<file path="src/cam_timer_pkg.sv">
package cam_timer_pkg;

    // ------------------------------------------------------------------
    // Time base and pattern constants
    // ------------------------------------------------------------------
    localparam int CLK_HZ = 40_000_000;
    localparam int TICK_US = 1000;
    localparam int TICK_CYCLES = CLK_HZ / 1_000_000 * TICK_US;
    localparam int CYCLE_TICKS = 1000;
    localparam int OUT_COUNT = 16;
    localparam int PV_WIDTH = 16;
    localparam logic [PV_WIDTH-1:0] PV_RESET = 16'h0000;
    localparam logic [15:0] OUT_RESET = 16'h0000;

    // Run state of the cycle sequencer.
    typedef enum logic [1:0] {
        ST_IDLE,
        ST_RUN_CONT,
        ST_RUN_SINGLE
    } run_state_t;

endpackage

</file>
<file path="src/cam_timer.sv">
`timescale 1ns/1ps
`default_nettype none
// Overview of operation
// - While running, each output follows its on/off window, repeating every cycle.
// - At power-up, clear present value if clear input set, else keep it.
// - Run-on-power-up starts timing at once; otherwise wait for a start edge.
// - Restore select asserted holds outputs off until start or reset.
// - Restore select is ignored while run-on-power-up is asserted.
// - Latching start rising edge runs continuously; falling edge ignored.
// - Single start runs; after its falling edge, stop at cycle end.
// - The most recent start input decides the run mode.
// - Pause input, while asserted, freezes timing and holds the outputs unless a reset edge arrives while idle.
// - Reset rising edge zeroes the present value and stops timing.
// - Blanking input forces all outputs off while it is asserted.
// - Present value keeps advancing while outputs are blanked.
// - No confirm during output 1 on gives an alarm when output 1 falls.
// - Power-up configuration inputs are sampled only once after reset.
module cam_timer
    import cam_timer_pkg::*;
#(
    parameter int TICK_DIV = TICK_CYCLES,
    parameter int CYCLE_LEN = CYCLE_TICKS
) (
    input wire logic clk,
    input wire logic rst_n,
    input wire logic clear_on_power_up,
    input wire logic run_on_power_up,
    input wire logic output_restore_sel,
    input wire logic [PV_WIDTH-1:0] retained_pv,
    input wire logic [OUT_COUNT-1:0] retained_out,
    input wire logic [OUT_COUNT*PV_WIDTH-1:0] on_time,
    input wire logic [OUT_COUNT*PV_WIDTH-1:0] off_time,
    input wire logic start_latch,
    input wire logic start_single,
    input wire logic pause_in,
    input wire logic reset_in,
    input wire logic blank_in,
    input wire logic actuator_confirm_one,
    output logic [OUT_COUNT-1:0] ctrl_out,
    output logic [PV_WIDTH-1:0] present_value,
    output logic timing,
    output logic alarm
);

    // ------------------------------------------------------------------
    // Input synchronisers
    // ------------------------------------------------------------------
    localparam int NSYNC = 10;
    logic [NSYNC-1:0] raw;
    logic [NSYNC-1:0] s1_r, s2_r, s3_r;
    logic [NSYNC-1:0] rise;

    assign raw = {actuator_confirm_one, blank_in, reset_in, pause_in,
                  start_single, start_latch, output_restore_sel,
                  run_on_power_up, clear_on_power_up, 1'b0};

    // Two flops per input, a third stage for edge detection.
    always_ff @(posedge clk or negedge rst_n) begin
        if (!rst_n) begin
            s1_r <= '0;
            s2_r <= '0;
            s3_r <= '0;
        end else begin
            s1_r <= raw;
            s2_r <= s1_r;
            s3_r <= s2_r;
        end
    end

    assign rise = s2_r & ~s3_r;

    logic cfg_clear, cfg_run, cfg_restore;
    logic st_l, st_s, st_s_fall, pause_lv, rst_rise, blank_lv, confirm_lv;
    assign st_l = rise[4];
    assign st_s = rise[5];
    assign st_s_fall = ~s2_r[5] & s3_r[5];
    assign pause_lv = s2_r[6];
    assign rst_rise = rise[7];
    assign blank_lv = s2_r[8];
    assign confirm_lv = s2_r[9];

    // ------------------------------------------------------------------
    // Sequencer state
    // ------------------------------------------------------------------
    logic init_r, init_nxt;
    logic [1:0] boot_r, boot_nxt;
    logic [2:0] cfg_r, cfg_nxt;
    run_state_t state_r, state_nxt;
    logic stop_pend_r, stop_pend_nxt;
    logic hold_off_r, hold_off_nxt;
    logic [PV_WIDTH-1:0] pv_r, pv_nxt;
    logic [31:0] div_r, div_nxt;
    logic [OUT_COUNT-1:0] out_r, out_nxt;
    logic seen_r, seen_nxt;
    logic alarm_r, alarm_nxt;
    logic [OUT_COUNT-1:0] pattern;
    logic tick, cycle_end;

    assign cfg_clear = cfg_r[0];
    assign cfg_run = cfg_r[1];
    assign cfg_restore = cfg_r[2];

    // Pattern decode: output on while present value is in its window.
    genvar g;
    generate
        for (g = 0; g < OUT_COUNT; g++) begin : g_pat
            assign pattern[g] =
                (pv_r >= on_time[g*PV_WIDTH +: PV_WIDTH]) &&
                (pv_r < off_time[g*PV_WIDTH +: PV_WIDTH]);
        end
    endgenerate

    assign tick = (state_r != ST_IDLE) && !pause_lv &&
                  (div_r == 32'(TICK_DIV - 1));
    assign cycle_end = tick && (pv_r == PV_WIDTH'(CYCLE_LEN - 1));

    // Next-state logic for the whole sequencer.
    always_comb begin
        init_nxt = init_r;
        boot_nxt = boot_r;
        cfg_nxt = cfg_r;
        state_nxt = state_r;
        stop_pend_nxt = stop_pend_r;
        hold_off_nxt = hold_off_r;
        pv_nxt = pv_r;
        div_nxt = div_r;
        out_nxt = out_r;
        seen_nxt = seen_r;
        alarm_nxt = 1'b0;
        if (!init_r) begin
            // Wait for synchronisers to fill, then capture straps once.
            boot_nxt = boot_r + 2'd1;
            if (boot_r == 2'd3) begin
                init_nxt = 1'b1;
                cfg_nxt = s2_r[3:1];
                pv_nxt = s2_r[1] ? PV_RESET : retained_pv;
                if (s2_r[2]) begin
                    state_nxt = ST_RUN_CONT;
                    out_nxt = OUT_RESET;
                end else begin
                    // Outputs stay frozen, off or at the kept states.
                    hold_off_nxt = 1'b1;
                    out_nxt = s2_r[3] ? OUT_RESET : retained_out;
                end
            end
        end else begin
            if (rst_rise) begin
                pv_nxt = PV_RESET;
                div_nxt = '0;
                state_nxt = ST_IDLE;
                stop_pend_nxt = 1'b0;
                hold_off_nxt = 1'b0;
            end else begin
                if (st_l) begin
                    state_nxt = ST_RUN_CONT;
                    stop_pend_nxt = 1'b0;
                    hold_off_nxt = 1'b0;
                end else if (st_s) begin
                    state_nxt = ST_RUN_SINGLE;
                    stop_pend_nxt = 1'b0;
                    hold_off_nxt = 1'b0;
                end else if (st_s_fall && state_r == ST_RUN_SINGLE) begin
                    stop_pend_nxt = 1'b1;
                end
                if (state_r != ST_IDLE && !pause_lv) begin
                    // Counting resumes from the frozen value.
                    div_nxt = tick ? '0 : div_r + 32'd1;
                    if (tick) begin
                        pv_nxt = cycle_end ? PV_RESET :
                                 pv_r + PV_WIDTH'(1);
                    end
                    if (cycle_end && state_r == ST_RUN_SINGLE &&
                        (stop_pend_r || st_s_fall) && !st_l && !st_s) begin
                        state_nxt = ST_IDLE;
                        stop_pend_nxt = 1'b0;
                    end
                end
            end
            // Outputs follow the pattern unless held off, or paused without a reset edge in idle.
            if (!pause_lv && !hold_off_nxt) begin
                out_nxt = pattern;
            end
            if (!hold_off_nxt && state_r == ST_IDLE && rst_rise) begin
                out_nxt = pattern;
            end
            // Alarm tracking on output 1.
            if (out_r[0] && confirm_lv) begin
                seen_nxt = 1'b1;
            end
            if (out_r[0] && !out_nxt[0]) begin
                alarm_nxt = !(seen_r || confirm_lv);
                seen_nxt = 1'b0;
            end
        end
    end

    // Registers of the sequencer.
    always_ff @(posedge clk or negedge rst_n) begin
        if (!rst_n) begin
            init_r <= 1'b0;
            boot_r <= 2'd0;
            cfg_r <= 3'h0;
            state_r <= ST_IDLE;
            stop_pend_r <= 1'b0;
            hold_off_r <= 1'b0;
            pv_r <= PV_RESET;
            div_r <= '0;
            out_r <= OUT_RESET;
            seen_r <= 1'b0;
            alarm_r <= 1'b0;
        end else begin
            init_r <= init_nxt;
            boot_r <= boot_nxt;
            cfg_r <= cfg_nxt;
            state_r <= state_nxt;
            stop_pend_r <= stop_pend_nxt;
            hold_off_r <= hold_off_nxt;
            pv_r <= pv_nxt;
            div_r <= div_nxt;
            out_r <= out_nxt;
            seen_r <= seen_nxt;
            alarm_r <= alarm_nxt;
        end
    end

    // Blanking gates the visible outputs only.
    assign ctrl_out = blank_lv ? OUT_RESET : out_r;
    assign present_value = pv_r;
    assign timing = (state_r != ST_IDLE) && !pause_lv;
    assign alarm = alarm_r;

    // Captured straps are kept for visibility of configuration.
    logic unused_cfg;
    assign unused_cfg = cfg_clear ^ cfg_run ^ cfg_restore ^ rise[0]
                        ^ rise[1] ^ rise[2] ^ rise[3] ^ rise[6]
                        ^ rise[8] ^ rise[9];

endmodule
`default_nettype wire

</file>
<file path="config.mk">
export PLATFORM = sky130hd
export DESIGN_NAME = cam_timer
export DESIGN_NICKNAME = d
export VERILOG_FILES = /design/src/cam_timer_pkg.sv /design/src/cam_timer.sv
export SDC_FILE = /design/constraint.sdc
export NUM_CORES = 1
export LEC_CHECK = 0
export BUFFER_PORTS_ARGS = -buffer_cell sky130_fd_sc_hd__buf_2
export CAP_MARGIN = 20
export CORE_AREA = 2 2 229 231
export DETAILED_ROUTE_END_ITERATION = 10
export DIE_AREA = 0 0 231 233
export GPL_ROUTABILITY_DRIVEN = 0
export PLACE_DENSITY = 0.6
export SETUP_SLACK_MARGIN = 0.1
export SLEW_MARGIN = 20
export SYNTH_ARGS = -nofsm -noshare
export SYNTH_HDL_FRONTEND = slang
export SYNTH_SLANG_ARGS = --single-unit
</file>
<file path="constraint.sdc">
create_clock -name clk -period 2.9 [get_ports clk]
set_input_delay 0.58 -clock clk [delete_from_list [all_inputs] [get_ports clk]]
set_output_delay 0.58 -clock clk [all_outputs]
set_load 0.03 [all_outputs]
</file>
# Word level (Yosys, flattened, before mapping)
# Cells that the tools add are included.
[totals]
ff_bits = 98
inputBits = 555
[classes]
n_eq_ne = 8
n_reduce_logical = 49
magnitude_cmp = 32
bitwise = 4
mux = 45
addsub = 3
[op_table]
columns = ["cell", "n"]
rows = [
  ["greater-or-equal comparator 16 bit", 16],
  ["less-than comparator 16 bit", 16],
  ["two-way mux 16 bit", 15],
  ["two-way mux 32 bit", 3],
  ["adder 32 x 1 -> 32 bit, second input constant", 1],
  ["== test 32 x 16 -> 1 bit, second input constant", 1],
  ["logical AND 1 bit", 29],
  ["two-way mux 1 bit", 19],
  ["adder 16 x 1 -> 16 bit, second input constant", 1],
  ["== test 16 x 10 -> 1 bit, second input constant", 1],
  ["two-way mux 2 bit", 8],
  ["AND reduction 2 bit", 5],
  ["nonzero test 2 bit", 5],
  ["bitwise AND 8 bit", 1],
  ["NOT 8 bit", 1],
  ["logical NOT 1 bit", 6],
  ["== test 2 bit, second input constant", 2],
  ["!= test 3 x 1 -> 1 bit, second input constant", 1],
  ["!= test 3 x 2 -> 1 bit, second input constant", 1],
  ["!= test 3 bit, second input constant", 1],
  ["AND reduction 3 bit", 1],
  ["adder 2 x 1 -> 2 bit, second input constant", 1],
  ["logical NOT 2 bit", 1],
  ["logical OR 1 bit", 2],
  ["3 further kinds", 3],
]

# Longest topological paths before layout
# Gate-level depths: netlist (run 1).
[depth]
ltp_word = 15
ltp_mapped = 10
ltp_nobuf = 8

# Worst setup path before layout (run 1)
# Ideal clock, no wire load.
[synth_timing]
kind = "reg2reg"
start = "reg pv_r[13] (netlist: present_value[13])"
end = "reg out_r[0]"
synth_period_minus_slack_ns = 2.858
arrival_time_ns = 2.732
n_path_buf = 0
setup_slack_ns = 0.042
required_time_ns = 2.774
stages_incl_launch_ff = 8
path_cell_list = "dfrtp_1 -> ha_1 -> a221oi_1 -> o21ai_0 -> a221o_1 -> a31oi_1 -> a211oi_1 -> a221o_1"
[synth_via]
elab_chain_len = 6
[synth_lines]
columns = ["element", "line", "source"]
rows = [
  ["from (decl)", "cam_timer.sv:91", "logic [PV_WIDTH-1:0] pv_r, pv_nxt;"],
  ["from (signal assigned)", "cam_timer.sv:218", "pv_r <= pv_nxt;"],
  ["greater-or-equal comparator 16 bit / less-than comparator 16 bit (equally long branches)", "cam_timer.sv:108, cam_timer.sv:109", ""],
  ["logical AND 1 bit (*)", "cam_timer.sv:108", "(pv_r >= on_time[g*PV_WIDTH +: PV_WIDTH]) &&"],
  ["two-way mux 16 bit", "cam_timer.sv:180", "if (!pause_lv && !hold_off_nxt) begin"],
  ["two-way mux 16 bit (*)", "cam_timer.sv:183", "if (!hold_off_nxt && state_r == ST_IDLE && rst_rise) begin"],
  ["two-way mux 16 bit (*) (2 in series)", "cam_timer.sv:130", "if (!init_r) begin"],
  ["to (signal assigned)", "cam_timer.sv:220", "out_r <= out_nxt;"],
  ["to (decl)", "cam_timer.sv:93", "logic [OUT_COUNT-1:0] out_r, out_nxt;"],
]
# Mark *: on every way between the ends. The rest lies on a longest branch, timed or not. The select of a mux whose other input is x is not followed.
# A chain may end at the register's enable or synchronous reset.

# Final worst setup path (run 1)
[layout_timing]
start = "reg div_r[0]"
end = "reg pv_r[7] (netlist: present_value[7])"
[layout_via]
elab_chain_len = 8
[layout_lines]
columns = ["element", "line", "source"]
rows = [
  ["from (decl)", "cam_timer.sv:92", "logic [31:0] div_r, div_nxt;"],
  ["from (signal assigned)", "cam_timer.sv:219", "div_r <= div_nxt;"],
  ["== test 32 x 16 -> 1 bit (*)", "cam_timer.sv:114", "(div_r == 32'(TICK_DIV - 1));"],
  ["logical AND 1 bit (*)", "cam_timer.sv:113", "assign tick = (state_r != ST_IDLE) && !pause_lv &&"],
  ["logical AND 1 bit", "cam_timer.sv:115", "assign cycle_end = tick && (pv_r == PV_WIDTH'(CYCLE_LEN - 1));"],
  ["two-way mux 16 bit", "cam_timer.sv:169", "pv_nxt = cycle_end ? PV_RESET :"],
  ["two-way mux 16 bit", "cam_timer.sv:168", "if (tick) begin"],
  ["two-way mux 16 bit", "cam_timer.sv:165", "if (state_r != ST_IDLE && !pause_lv) begin"],
  ["two-way mux 16 bit", "cam_timer.sv:147", "if (rst_rise) begin"],
  ["two-way mux 16 bit", "cam_timer.sv:130", ""],
]
# Marked as above.

==> results of run 1 <==
layout by cell type (no fill, tap or decap), drive strengths merged, types with 8 or more instances in the layout:
cell type and count:
a2111oi 13, a211oi 60, a21boi 12, a21o 22, a21oi 161, a31oi 16
and3 12, buf 656, clkbuf 10, dfrtp 94, diode 25, ha 499
inv 506, nand2 138, nand2b 18, nand3 81, nand4 61, nor2 117
nor2b 39, nor3 31, nor4 24, o211a 10, o21ai 124, o31a 11
o31ai 19, or4 14, xor2 8
path summary, 6_finish.rpt:
path                       slack (ps)                      endpoint                 start  depth (start not counted)
min                               230             s1_r[9]$_DFF_PN0_                 rst_n                          1
min reg2reg                       350             s2_r[8]$_DFF_PN0_     s1_r[8]$_DFF_PN0_                          0
max in group asynchronous        1940         div_r[20]$_DFFE_PN0P_                 rst_n                          2
max                               370  present_value[7]$_DFFE_PN0P_  div_r[0]$_DFFE_PN0P_                          7
min in group clk                  320             s1_r[9]$_DFF_PN0_  actuator_confirm_one                          1
max reg2reg                       370  present_value[7]$_DFFE_PN0P_  div_r[0]$_DFFE_PN0P_                          7
per-stage QoR:
stage | power [uW] | util | setup slack, ps | hold WS [ps]
4_1_cts | 6052 | 0.4187 | 386.2 | 242.9
5_1_grt | 6515 | 0.4195 | 189.5 | 252.9
3_5_place_dp | 4778 | 0.4131 | 401.3 | 334.7
3_3_place_gp | 4646 | 0.4131 | 404.2 | 337.3
6_report | 5985 | 0.4199 | 368.4 | 230.2
2_1_floorplan | 3304 | - | 132.0 | 284.4
report_power, final:
group          leakage (uW)  switching (uW)  total [uW]  internal [uW]
Sequential          0.00120             228        1630           1400
Clock              0.000133             625        1230            602
Combinational        0.0113            1800        3130           1330
per-layer routing:
layer	vias to the layer above	global-route usage	wire length, um
met2	814	0.4750	35060
met1	8655	0.3242	30050
met4	16	0.1238	3536
met5	-	0	105
li1	9036	-	-
met3	191	0.04914	5683
logic make-up (layout without fill, tap and decap cells):
| group | count (synthesis) | after routing | synth area share |
|---|---|---|---|
| muxes | 1 | 1 | 0.0006728 |
| DFF | 94 | 94 | 0.1406 |
| other | 0 | 25 | 0 |
| adders and majority gates | 499 | 499 | 0.3731 |
| xor gates and xnor gates | 14 | 14 | 0.007327 |
| buffers and inverters | 525 | 1175 | 0.1187 |
| and+or+nand+nor | 561 | 561 | 0.1699 |
| AOI/OAI and AO/OA | 503 | 503 | 0.1898 |
state kept, by name (all words and copies together) (netlist names):
signal	count
s3_r	3
out_r	16
state_r	2
div_r	32
seen_r	1
s1_r	9
init_r	1
present_value	16
boot_r	2
alarm	1
stop_pend_r	1
s2_r	9
hold_off_r	1
area by class of cell:
type / count / area, um^2 / area share
Antenna cell: 25 / 62.56 / 0.002916
Clock buffer: 10 / 229.0 / 0.01067
Clock inverter: 6 / 55.05 / 0.002566
Inverter: 503 / 1888 / 0.08801
Multi-Input combinational cell: 1578 / 12420 / 0.5787
Sequential cell: 94 / 2371 / 0.1105
Tap cell: 680 / 850.8 / 0.03966
Timing Repair Buffer: 656 / 3581 / 0.1669
critical path, cell delays in order (launching register included):
cell	delay (ps)
dfrtp_1	430
ha_1	230
and3_1	300
nand3_1	200
nor3_2	370
a21o_1	490
o31ai_1	150
a22o_1	250
==> out/qor.csv, run 1 <==
stage,metric,value,unit
run_status,status,"finished, final reports clean",
synthesis,top post-synthesis cells by count,"inv_1, ha_1, a21oi_1",
worst_setup_path,peak fanout along the critical path,14,
clock_tree,"CTS clk-pin slew, worst paths",80,ps
global_routing,combined global-route utilization of all metal layers,0.2723,
job,Maximum Capacitance Violations,0,
pwr,total power density per cell area,279.0,nW/um^2
global_routing,grt ovf,0,
synthesis,Post-synth EDFFs,0,
timing,Tmin final,2532,ps
placed_design,post-DP HPWL,61.74,mm
worst_setup_path,worst endpoint required time,3140,ps
clock_tree,clock root cell,clkbuf_16,
global_routing,maximum number of pins on one net before global-route repair,38,
drt,via density per instance,5.268,
synthesis,number of instances in the synthesized netlist,2197,
timing,final-layout setup total negative slack,0,ps
clock_tree,clock tree buffer depth,2,
drt,post-detailed-routing wire length,74.44,mm
floorplan,Total Die Area,53820,um^2
clock_tree,# clock sinks,94,
synthesis,total of flip-flops plus latches after synthesis,94,
worst_setup_path,element type at the critical path end,flop,
clock_tree,Post-CTS Repair Setup Buffers,0,
clock_tree,"Clk Latency, worst-skew pair",380,ps
timing,Rel. slew slack,0.4835,
drt,DRC violations left,0,
timing,Max Clock Freq,395.0,MHz
worst_setup_path,data arrival time at the worst-slack endpoint,2770,ps
synthesis,Avg Inst Size Synth,7.617,um^2
hold_path,worst min-delay path class,in -> async,
worst_setup_path,Crit Path Category,reg -> reg,
worst_setup_path,startpoint type of the worst setup path,flop,
drt,average wire per standard cell,20.96,um
layout,fill count,5352,
timing,RSZ-0062 raised after global routing,false,
layout,"Design Area, Final",21450,um^2
synthesis,proportion of synthesized chip area in sequential cells,0.1406,
pwr,"IR drop worst, VDD",0.2790,mV
timing,final count of hold timing violations,0,
timing,Worst Max-Slew Pin Slew,766.6,ps
global_routing,vias in the first global route,19400,
placed_design,port bufs,588,
drt,number of iterations in the first detailed-routing pass,6,
floorplan,CORE AREA,51090,um^2
synthesis,synthesized cell area,16730,um^2
timing,count of pins over their slew limit,0,
clock_tree,TritonCTS clock tree,yes,
pwr,leakage power figure,0.01260,uW
drt,violation count after the first detailed-routing iteration,1278,
clock_tree,maximum level of the CTS H-tree,3,
placed_design,Post-Place Cells,3511,
synthesis,area share of the leading cell type in the synthesized netlist,0.3731,
layout,ratio of cells with drive above 1 in the final layout,0.2476,
layout,area growth from synthesis to layout,28.19,%
floorplan,number of placed I/O pins,589,
timing,Tcrit/Tclk final,0.8730,
synthesis,Post-Synthesis Net Count,3251,
drt,post-detailed-route count of antenna-violating nets,0,
synthesis,count of synthesis-stage warnings from yosys,0,
layout,final standard cell count with taps included and fillers excluded,3552,
clock_tree,Post-CTS Hold Fix Bufs,0,
timing,Layout Skew,25.61,ps
synthesis,count of unique library cells instantiated by Yosys,74,
synthesis,largest cells by area after synthesis,"ha_1, dfrtp_1, inv_1",
floorplan,initial core utilization,0.3275,
synthesis,share of flip-flops with an asynchronous set or reset after synthesis,1.000,
global_routing,initial antenna violation count,30,
synthesis,dominant cell type by area after synthesis,ha_1,
synthesis,most numerous cell in the Yosys netlist,inv_1,
global_routing,first-pass GRT wire length,110.8,mm
clock_tree,number of instances resized during post-cts repair,0,
drt,number of vias after detailed routing,18710,
floorplan,die height,233,um
layout,Final #Nets,3896,
timing,Final setup violation count,0,
placed_design,standard cell area after detailed placement,21110,um^2
floorplan,x dimension of the die,231,um
floorplan,row cnt,83,
synthesis,prevailing post-synth register cell,dfrtp_1,
clock_tree,clock buffer count from CTS,9,
Power figures use the tool's default switching activity.
==> run 2: changes to the inputs <==
Settings changed: CTS_BUF_LIST set to sky130_fd_sc_hd__clkbuf_4.
==> out/qor.csv, run 2 (same netlist as run 1, synthesis figures left out) <==
stage,metric,value,unit,change
run_status,status,"finished, final reports clean",,
clock_tree,# clock sinks,94,,unchanged
worst_setup_path,Crit Path Category,reg -> reg,,
timing,RSZ-0062 raised after global routing,false,,
drt,average wire per standard cell,20.94,um,-0.10%
hold_path,worst min-delay path class,in -> reg,,
layout,area growth from synthesis to layout,27.36,%,
timing,final count of hold timing violations,0,,unchanged
layout,ratio of cells with drive above 1 in the final layout,0.2479,,+0.0002642
pwr,leakage power figure,0.01254,uW,-0.49%
worst_setup_path,startpoint type of the worst setup path,flop,,
global_routing,vias in the first global route,19370,,-0.16%
floorplan,Total Die Area,53820,um^2,unchanged
floorplan,x dimension of the die,231,um,unchanged
clock_tree,number of instances resized during post-cts repair,0,,unchanged
layout,Final #Nets,3897,,+0.026%
clock_tree,clock tree buffer depth,2,,unchanged
global_routing,first-pass GRT wire length,110.5,mm,-0.25%
clock_tree,Post-CTS Repair Setup Buffers,0,,unchanged
worst_setup_path,data arrival time at the worst-slack endpoint,2960,ps,+190 ps
drt,violation count after the first detailed-routing iteration,1221,,-4.5%
timing,Final setup violation count,0,,unchanged
layout,most frequent cells in the layout,"buf_2, inv_1, ha_1, a21oi_1, nand2_1",,
timing,fin worst setup slack,326.3,ps,-42.01 ps
pwr,clock network fraction of design power,0.141,,-0.064
floorplan,die height,233,um,unchanged
clock_tree,Post-CTS Hold Fix Bufs,0,,unchanged
worst_setup_path,flop-to-flop setup slack,330,ps,-40 ps
worst_setup_path,end of the worst register-to-register path,present_value[7]$_DFFE_PN0P_,,
floorplan,CORE AREA,51090,um^2,unchanged
placed_design,post-DP HPWL,61.74,mm,unchanged
global_routing,combined global-route utilization of all metal layers,0.2715,,-0.0008628
clock_tree,clock root cell,clkbuf_4,,
timing,Worst Max-Slew Pin Slew,717.0,ps,-49.60 ps
clock_tree,"Clk Latency, worst-skew pair",550,ps,+170 ps
layout,top register by number of flip-flops,div_r,,
placed_design,port bufs,588,,unchanged
layout,"Design Area, Final",21310,um^2,-0.65%
floorplan,initial core utilization,0.3275,,unchanged
worst_setup_path,number of cells on the worst reg-to-reg path,6,,-1
timing,Rel. slew slack,0.5204,,+0.03691
job,Maximum Capacitance Violations,0,,unchanged
worst_setup_path,worst endpoint required time,3290,ps,+150 ps
placed_design,dpl ws,401.3,ps,unchanged
pwr,total power density per cell area,260.1,nW/um^2,-6.8%
clock_tree,clock buffer count from CTS,9,,unchanged
layout,final cell utilization of the core,0.4172,,-0.002719
layout,final standard cell count with taps included and fillers excluded,3555,,+0.084%
pwr,"IR drop worst, VDD",0.2425,mV,-13%
floorplan,row cnt,83,,unchanged
worst_setup_path,beginning of the critical path,present_value[6]$_DFFE_PN0P_,,
worst_setup_path,Worst R2R Start,present_value[6]$_DFFE_PN0P_,,
global_routing,grt ovf,0,,unchanged
placed_design,Post-Place Cells,3511,,unchanged
worst_setup_path,CP endpoint,present_value[7]$_DFFE_PN0P_,,
pwr,Sw Ratio,0.4700,,+0.02735
pwr,Flop pwr share,0.294,,+0.022
drt,post-detailed-route count of antenna-violating nets,0,,unchanged
clock_tree,TritonCTS clock tree,yes,,
placed_design,standard cell area after detailed placement,21110,um^2,unchanged
drt,via density per instance,5.281,,+0.25%
pwr,combinational power share,0.566,,+0.043
drt,number of iterations in the first detailed-routing pass,5,,-1
drt,post-detailed-routing wire length,74.43,mm,about the same
layout,number of flip-flops in the largest register,32,,unchanged
clock_tree,"CTS clk-pin slew, worst paths",180,ps,+100 ps
timing,Tmin final,2574,ps,+42.01 ps
drt,number of vias after detailed routing,18780,,+0.34%
timing,count of pins over their slew limit,0,,unchanged
worst_setup_path,element type at the critical path end,flop,,
pwr,internal power of the cells,2938,uW,-12%
global_routing,maximum number of pins on one net before global-route repair,38,,unchanged
drt,DRC violations left,0,,unchanged
global_routing,initial antenna violation count,33,,+10%
clock_tree,maximum level of the CTS H-tree,3,,unchanged
timing,Layout Skew,67.25,ps,+41.64 ps
worst_setup_path,peak fanout along the critical path,14,,unchanged
timing,Max Clock Freq,388.6,MHz,-1.6%
timing,final-layout setup total negative slack,0,ps,unchanged
layout,"commonest non-fill, non-tap cell in the layout",buf_2,,
floorplan,number of placed I/O pins,589,,unchanged
pwr,switching component of the power,2605,uW,-1.6%
timing,Tcrit/Tclk final,0.8875,,+0.01448
layout,fill count,5366,,+0.26%
-- run 2: cell types whose count changed in the layout (fill, tap and decap cells not counted) --
cell	delta
clkbuf_16	-9
diode_2	+2
clkbuf_4	+10
dlygate4sd3_1	+1
clkbuf_1	-1
-- run 2: critical path, stage by stage, from the launching register on --
cell and delay, ps:
dfrtp_2 690, buf_4 340, nand2_1 170, nor4_2 370
a21o_1 480, o31ai_1 150, a22o_1 250
-- run 2: cell type report --
| class | instances | area [um^2] | area share |
|---|---|---|---|
| Multi-Input combinational cell | 1578 | 12420 | 0.5825 |
| Clock inverter | 6 | 55.05 | 0.002583 |
| Inverter | 503 | 1888 | 0.08858 |
| Sequential cell | 94 | 2371 | 0.1112 |
| Antenna cell | 27 | 67.56 | 0.003170 |
| Clock buffer | 10 | 75.07 | 0.003522 |
| Tap cell | 680 | 850.8 | 0.03992 |
| Timing Repair Buffer | 657 | 3591 | 0.1685 |
-- run 2: worst min path at each step --
| stage | endpoint | slack [ps] | start | cells past startpoint |
|---|---|---|---|---|
| floorplan | alarm$_DFF_PN0_ | 280 | rst_n | 0 |
| global placement | s2_r[8]$_DFF_PN0_ | 340 | s1_r[8]$_DFF_PN0_ | 0 |
| detailed placement | s2_r[8]$_DFF_PN0_ | 330 | s1_r[8]$_DFF_PN0_ | 0 |
| CTS | out_r[3]$_DFFE_PN0P_ | 7 | rst_n | 1 |
| global route | s1_r[9]$_DFF_PN0_ | 90 | actuator_confirm_one | 1 |
| finish | s1_r[9]$_DFF_PN0_ | 160 | actuator_confirm_one | 1 |
-- run 2: layer usage --
layer	vias to the layer above	track usage	share of wire
met1	8724	0.3235	0.41
met5	-	0	0.0012
met2	803	0.4730	0.47
met3	199	0.04914	0.069
met4	14	0.1234	0.047
li1	9035	-	-
-- run 2: through the flow --
step                      total power (uW)  hold slack [ps]
final                                 5544            156.5
after global placement                4646            337.3
after global routing                  6062            91.98
after CTS                             5601            7.361
after floorplan                       3304            284.4
after detailed placement              4778            334.7
-- run 2: power groups by stage --
| stage | Clock (uW) | Combinational, uW | Sequential, uW |
|---|---|---|---|
| 3_3_place_gp | 0 | 3000 | 1650 |
| 2_1_floorplan | 0 | 1640 | 1670 |
| 3_5_place_dp | 0 | 3120 | 1660 |
| 6_report | 780 | 3140 | 1630 |
| 4_1_cts | 823 | 3140 | 1640 |
| 5_1_grt | 871 | 3540 | 1650 |
==> run 3: changes to the inputs <==
--- a/config.mk
+++ b/config.mk
@@ -9,8 +9,8 @@
 export CAP_MARGIN = 20
-export CORE_AREA = 2 2 229 231
+export CORE_AREA = 2 2 227 229
 export CTS_BUF_LIST = sky130_fd_sc_hd__clkbuf_4
 export DETAILED_ROUTE_END_ITERATION = 10
-export DIE_AREA = 0 0 231 233
+export DIE_AREA = 0 0 229 231
 export GPL_ROUTABILITY_DRIVEN = 0
-export PLACE_DENSITY = 0.6
+export PLACE_DENSITY = 0.61
 export SETUP_SLACK_MARGIN = 0.1
==> constraint.sdc (replaced) <==
create_clock -name clk -period 2.53 [get_ports clk]
set_input_delay 0.1265 -clock clk [delete_from_list [all_inputs] [get_ports clk]]
set_output_delay 0.1265 -clock clk [all_outputs]
set_load 0.03 [all_outputs]
==> out/qor.csv, run 3 (same netlist as run 1, synthesis figures left out) <==
stage,metric,value,unit,change
placed_design,Post-Place Cells,3522,,+0.31%
worst_setup_path,element type at the critical path end,flop,,
clock_tree,"CTS clk-pin slew, worst paths",180,ps,about the same
drt,via density per instance,5.296,,+0.27%
drt,DRC violations left,1,,+1
timing,Max Clock Freq,424.1,MHz,+9.1%
layout,"commonest non-fill, non-tap cell in the layout",buf_2,,
layout,top register by number of flip-flops,div_r,,
floorplan,number of placed I/O pins,589,,unchanged
drt,violation count after the first detailed-routing iteration,1037,,-15%
clock_tree,TritonCTS clock tree,yes,,
floorplan,die height,231,um,-0.86%
timing,Rel. slew slack,0.4365,,-0.08390
layout,final cell utilization of the core,0.4322,,+0.01500
timing,tightest hold margin,34.78,ps,-121.7 ps
job,Maximum Capacitance Violations,0,,unchanged
timing,Final setup violation count,0,,unchanged
global_routing,combined global-route utilization of all metal layers,0.2705,,-0.001014
clock_tree,clock tree buffer depth,2,,unchanged
layout,final standard cell count with taps included and fillers excluded,3599,,+1.2%
drt,number of vias after detailed routing,19060,,+1.5%
hold_path,Worst Hold Endpoint,present_value[11]$_DFFE_PN0P_,,
worst_setup_path,flop-to-flop setup slack,170,ps,-150 ps
layout,Final #Nets,3951,,+1.4%
timing,Worst Max-Slew Pin Slew,845.2,ps,+128.2 ps
placed_design,port bufs,588,,unchanged
pwr,"IR drop worst, VDD",0.2419,mV,-0.27%
timing,Tcrit/Tclk final,0.9320,,+0.04456
placed_design,post-DP HPWL,61.42,mm,-0.52%
layout,ratio of cells with drive above 1 in the final layout,0.2509,,+0.002968
clock_tree,clock root cell,clkbuf_4,,
timing,Tmin final,2358,ps,-215.6 ps
floorplan,x dimension of the die,229,um,-0.87%
worst_setup_path,worst endpoint required time,2930,ps,-360 ps
worst_setup_path,end of the worst register-to-register path,out_r[0]$_DFFE_PN0P_,,
floorplan,Total Die Area,52900,um^2,-1.7%
worst_setup_path,Crit Path Category,reg -> reg,,
worst_setup_path,startpoint type of the worst setup path,flop,,
clock_tree,# clock sinks,94,,unchanged
global_routing,initial antenna violation count,20,,-39%
timing,fin worst setup slack,172.0,ps,-154.4 ps
worst_setup_path,number of cells on the worst reg-to-reg path,7,,+1
timing,count of pins over their slew limit,0,,unchanged
floorplan,row cnt,83,,unchanged
pwr,leakage power figure,0.01285,uW,+2.5%
layout,most frequent cells in the layout,"buf_2, inv_1, ha_1, a21oi_1, nand2_1",,
hold_path,Hold Path Stages,4,,+3
drt,post-detailed-routing wire length,73.30,mm,-1.5%
pwr,total power density per cell area,295.5,nW/um^2,+14%
global_routing,first-pass GRT wire length,109.7,mm,-0.76%
timing,final count of hold timing violations,0,,unchanged
run_status,violations in the final reports,DRC,,
worst_setup_path,data arrival time at the worst-slack endpoint,2750,ps,-210 ps
global_routing,grt ovf,0,,unchanged
global_routing,vias in the first global route,19530,,+0.81%
hold_path,launch instance of the worst min-delay path,retained_pv[11],,
placed_design,dpl ws,144.4,ps,-256.8 ps
clock_tree,"Clk Latency, worst-skew pair",540,ps,about the same
drt,post-detailed-route count of antenna-violating nets,0,,unchanged
drt,average wire per standard cell,20.37,um,-2.7%
drt,number of iterations in the first detailed-routing pass,8,,+3
layout,area growth from synthesis to layout,30.87,%,
run_status,status,"finished, violations left",,
floorplan,CORE AREA,50680,um^2,-0.81%
worst_setup_path,peak fanout along the critical path,7,,-7
hold_path,worst min-delay path class,in -> reg,,
worst_setup_path,Worst R2R Start,present_value[13]$_DFFE_PN0P_,,
floorplan,initial core utilization,0.3302,,+0.002685
clock_tree,clock buffer count from CTS,9,,unchanged
timing,final-layout setup total negative slack,0,ps,unchanged
layout,number of flip-flops in the largest register,32,,unchanged
timing,Layout Skew,55.71,ps,-11.55 ps
global_routing,maximum number of pins on one net before global-route repair,35,,-7.9%
timing,RSZ-0062 raised after global routing,true,,
clock_tree,maximum level of the CTS H-tree,3,,unchanged
-- run 3: stage by stage --
| stage | area [um^2] | total power (uW) |
|---|---|---|
| floorplan | 16760 | 3796 |
| global placement | 21240 | 5358 |
| detailed placement | 21240 | 5487 |
| CTS | 21760 | 6493 |
| global route | 21900 | 7051 |
| finish | 21900 | 6471 |
-- run 3: repair_timing --
item | in CTS | in global routing
hold buffers | 37 | 0
resized for setup | 0 | 12
buffers inserted | 0 | 7
endpoints found under the setup margin | 0 | 30
hold endpoints to repair | 81 | 0
-- run 3: report_power, final --
part,switching (uW),leakage [uW],total (uW),internal (uW)
Sequential,161,0.00120,1770,1610
Combinational,2160,0.0116,3770,1610
Clock,687,0.0000758,922,236
Total,3010,0.0128,6470,3460
-- run 3: cell type report --
type                    count  area [um^2]
clock inverters             7        80.08
repair buffers            711         4140
clock buffers               9        67.56
diodes                     17        42.54
well taps                 680        850.8
fillers                  5233        28780
inverters                 503         1888
multi-input cells        1578        12450
flip-flops and latches     94         2380
-- run 3: critical path: stages (launching register included) --
cell and delay (ps):
dfrtp_4 600, ha_1 330, a221oi_2 260, o21ai_1 110, a221o_1 290, a31oi_1 180
a211oi_1 110, a221o_1 370
-- run 3: per-layer routing --
| layer | vias to the layer above | GRT usage | part of all wire |
|---|---|---|---|
| met5 | - | 0 | 0.00031 |
| met1 | 8810 | 0.3204 | 0.41 |
| met2 | 907 | 0.4778 | 0.48 |
| met4 | 4 | 0.1422 | 0.055 |
| li1 | 9140 | - | - |
| met3 | 198 | 0.03273 | 0.063 |
-- run 3: worst max-delay path by stage --
stage | start | endpoint | slack, ps | cells after the start
floorplan | present_value[12]$_DFFE_PN0P_ | out_r[0]$_DFFE_PN0P_ | 130 | 7
global placement | present_value[2]$_DFFE_PN0P_ | out_r[7]$_DFFE_PN0P_ | 130 | 7
detailed placement | present_value[2]$_DFFE_PN0P_ | out_r[7]$_DFFE_PN0P_ | 140 | 7
CTS | present_value[13]$_DFFE_PN0P_ | out_r[0]$_DFFE_PN0P_ | 150 | 7
global route | present_value[8]$_DFFE_PN0P_ | out_r[13]$_DFFE_PN0P_ | 10 | 8
finish | present_value[13]$_DFFE_PN0P_ | out_r[0]$_DFFE_PN0P_ | 170 | 7
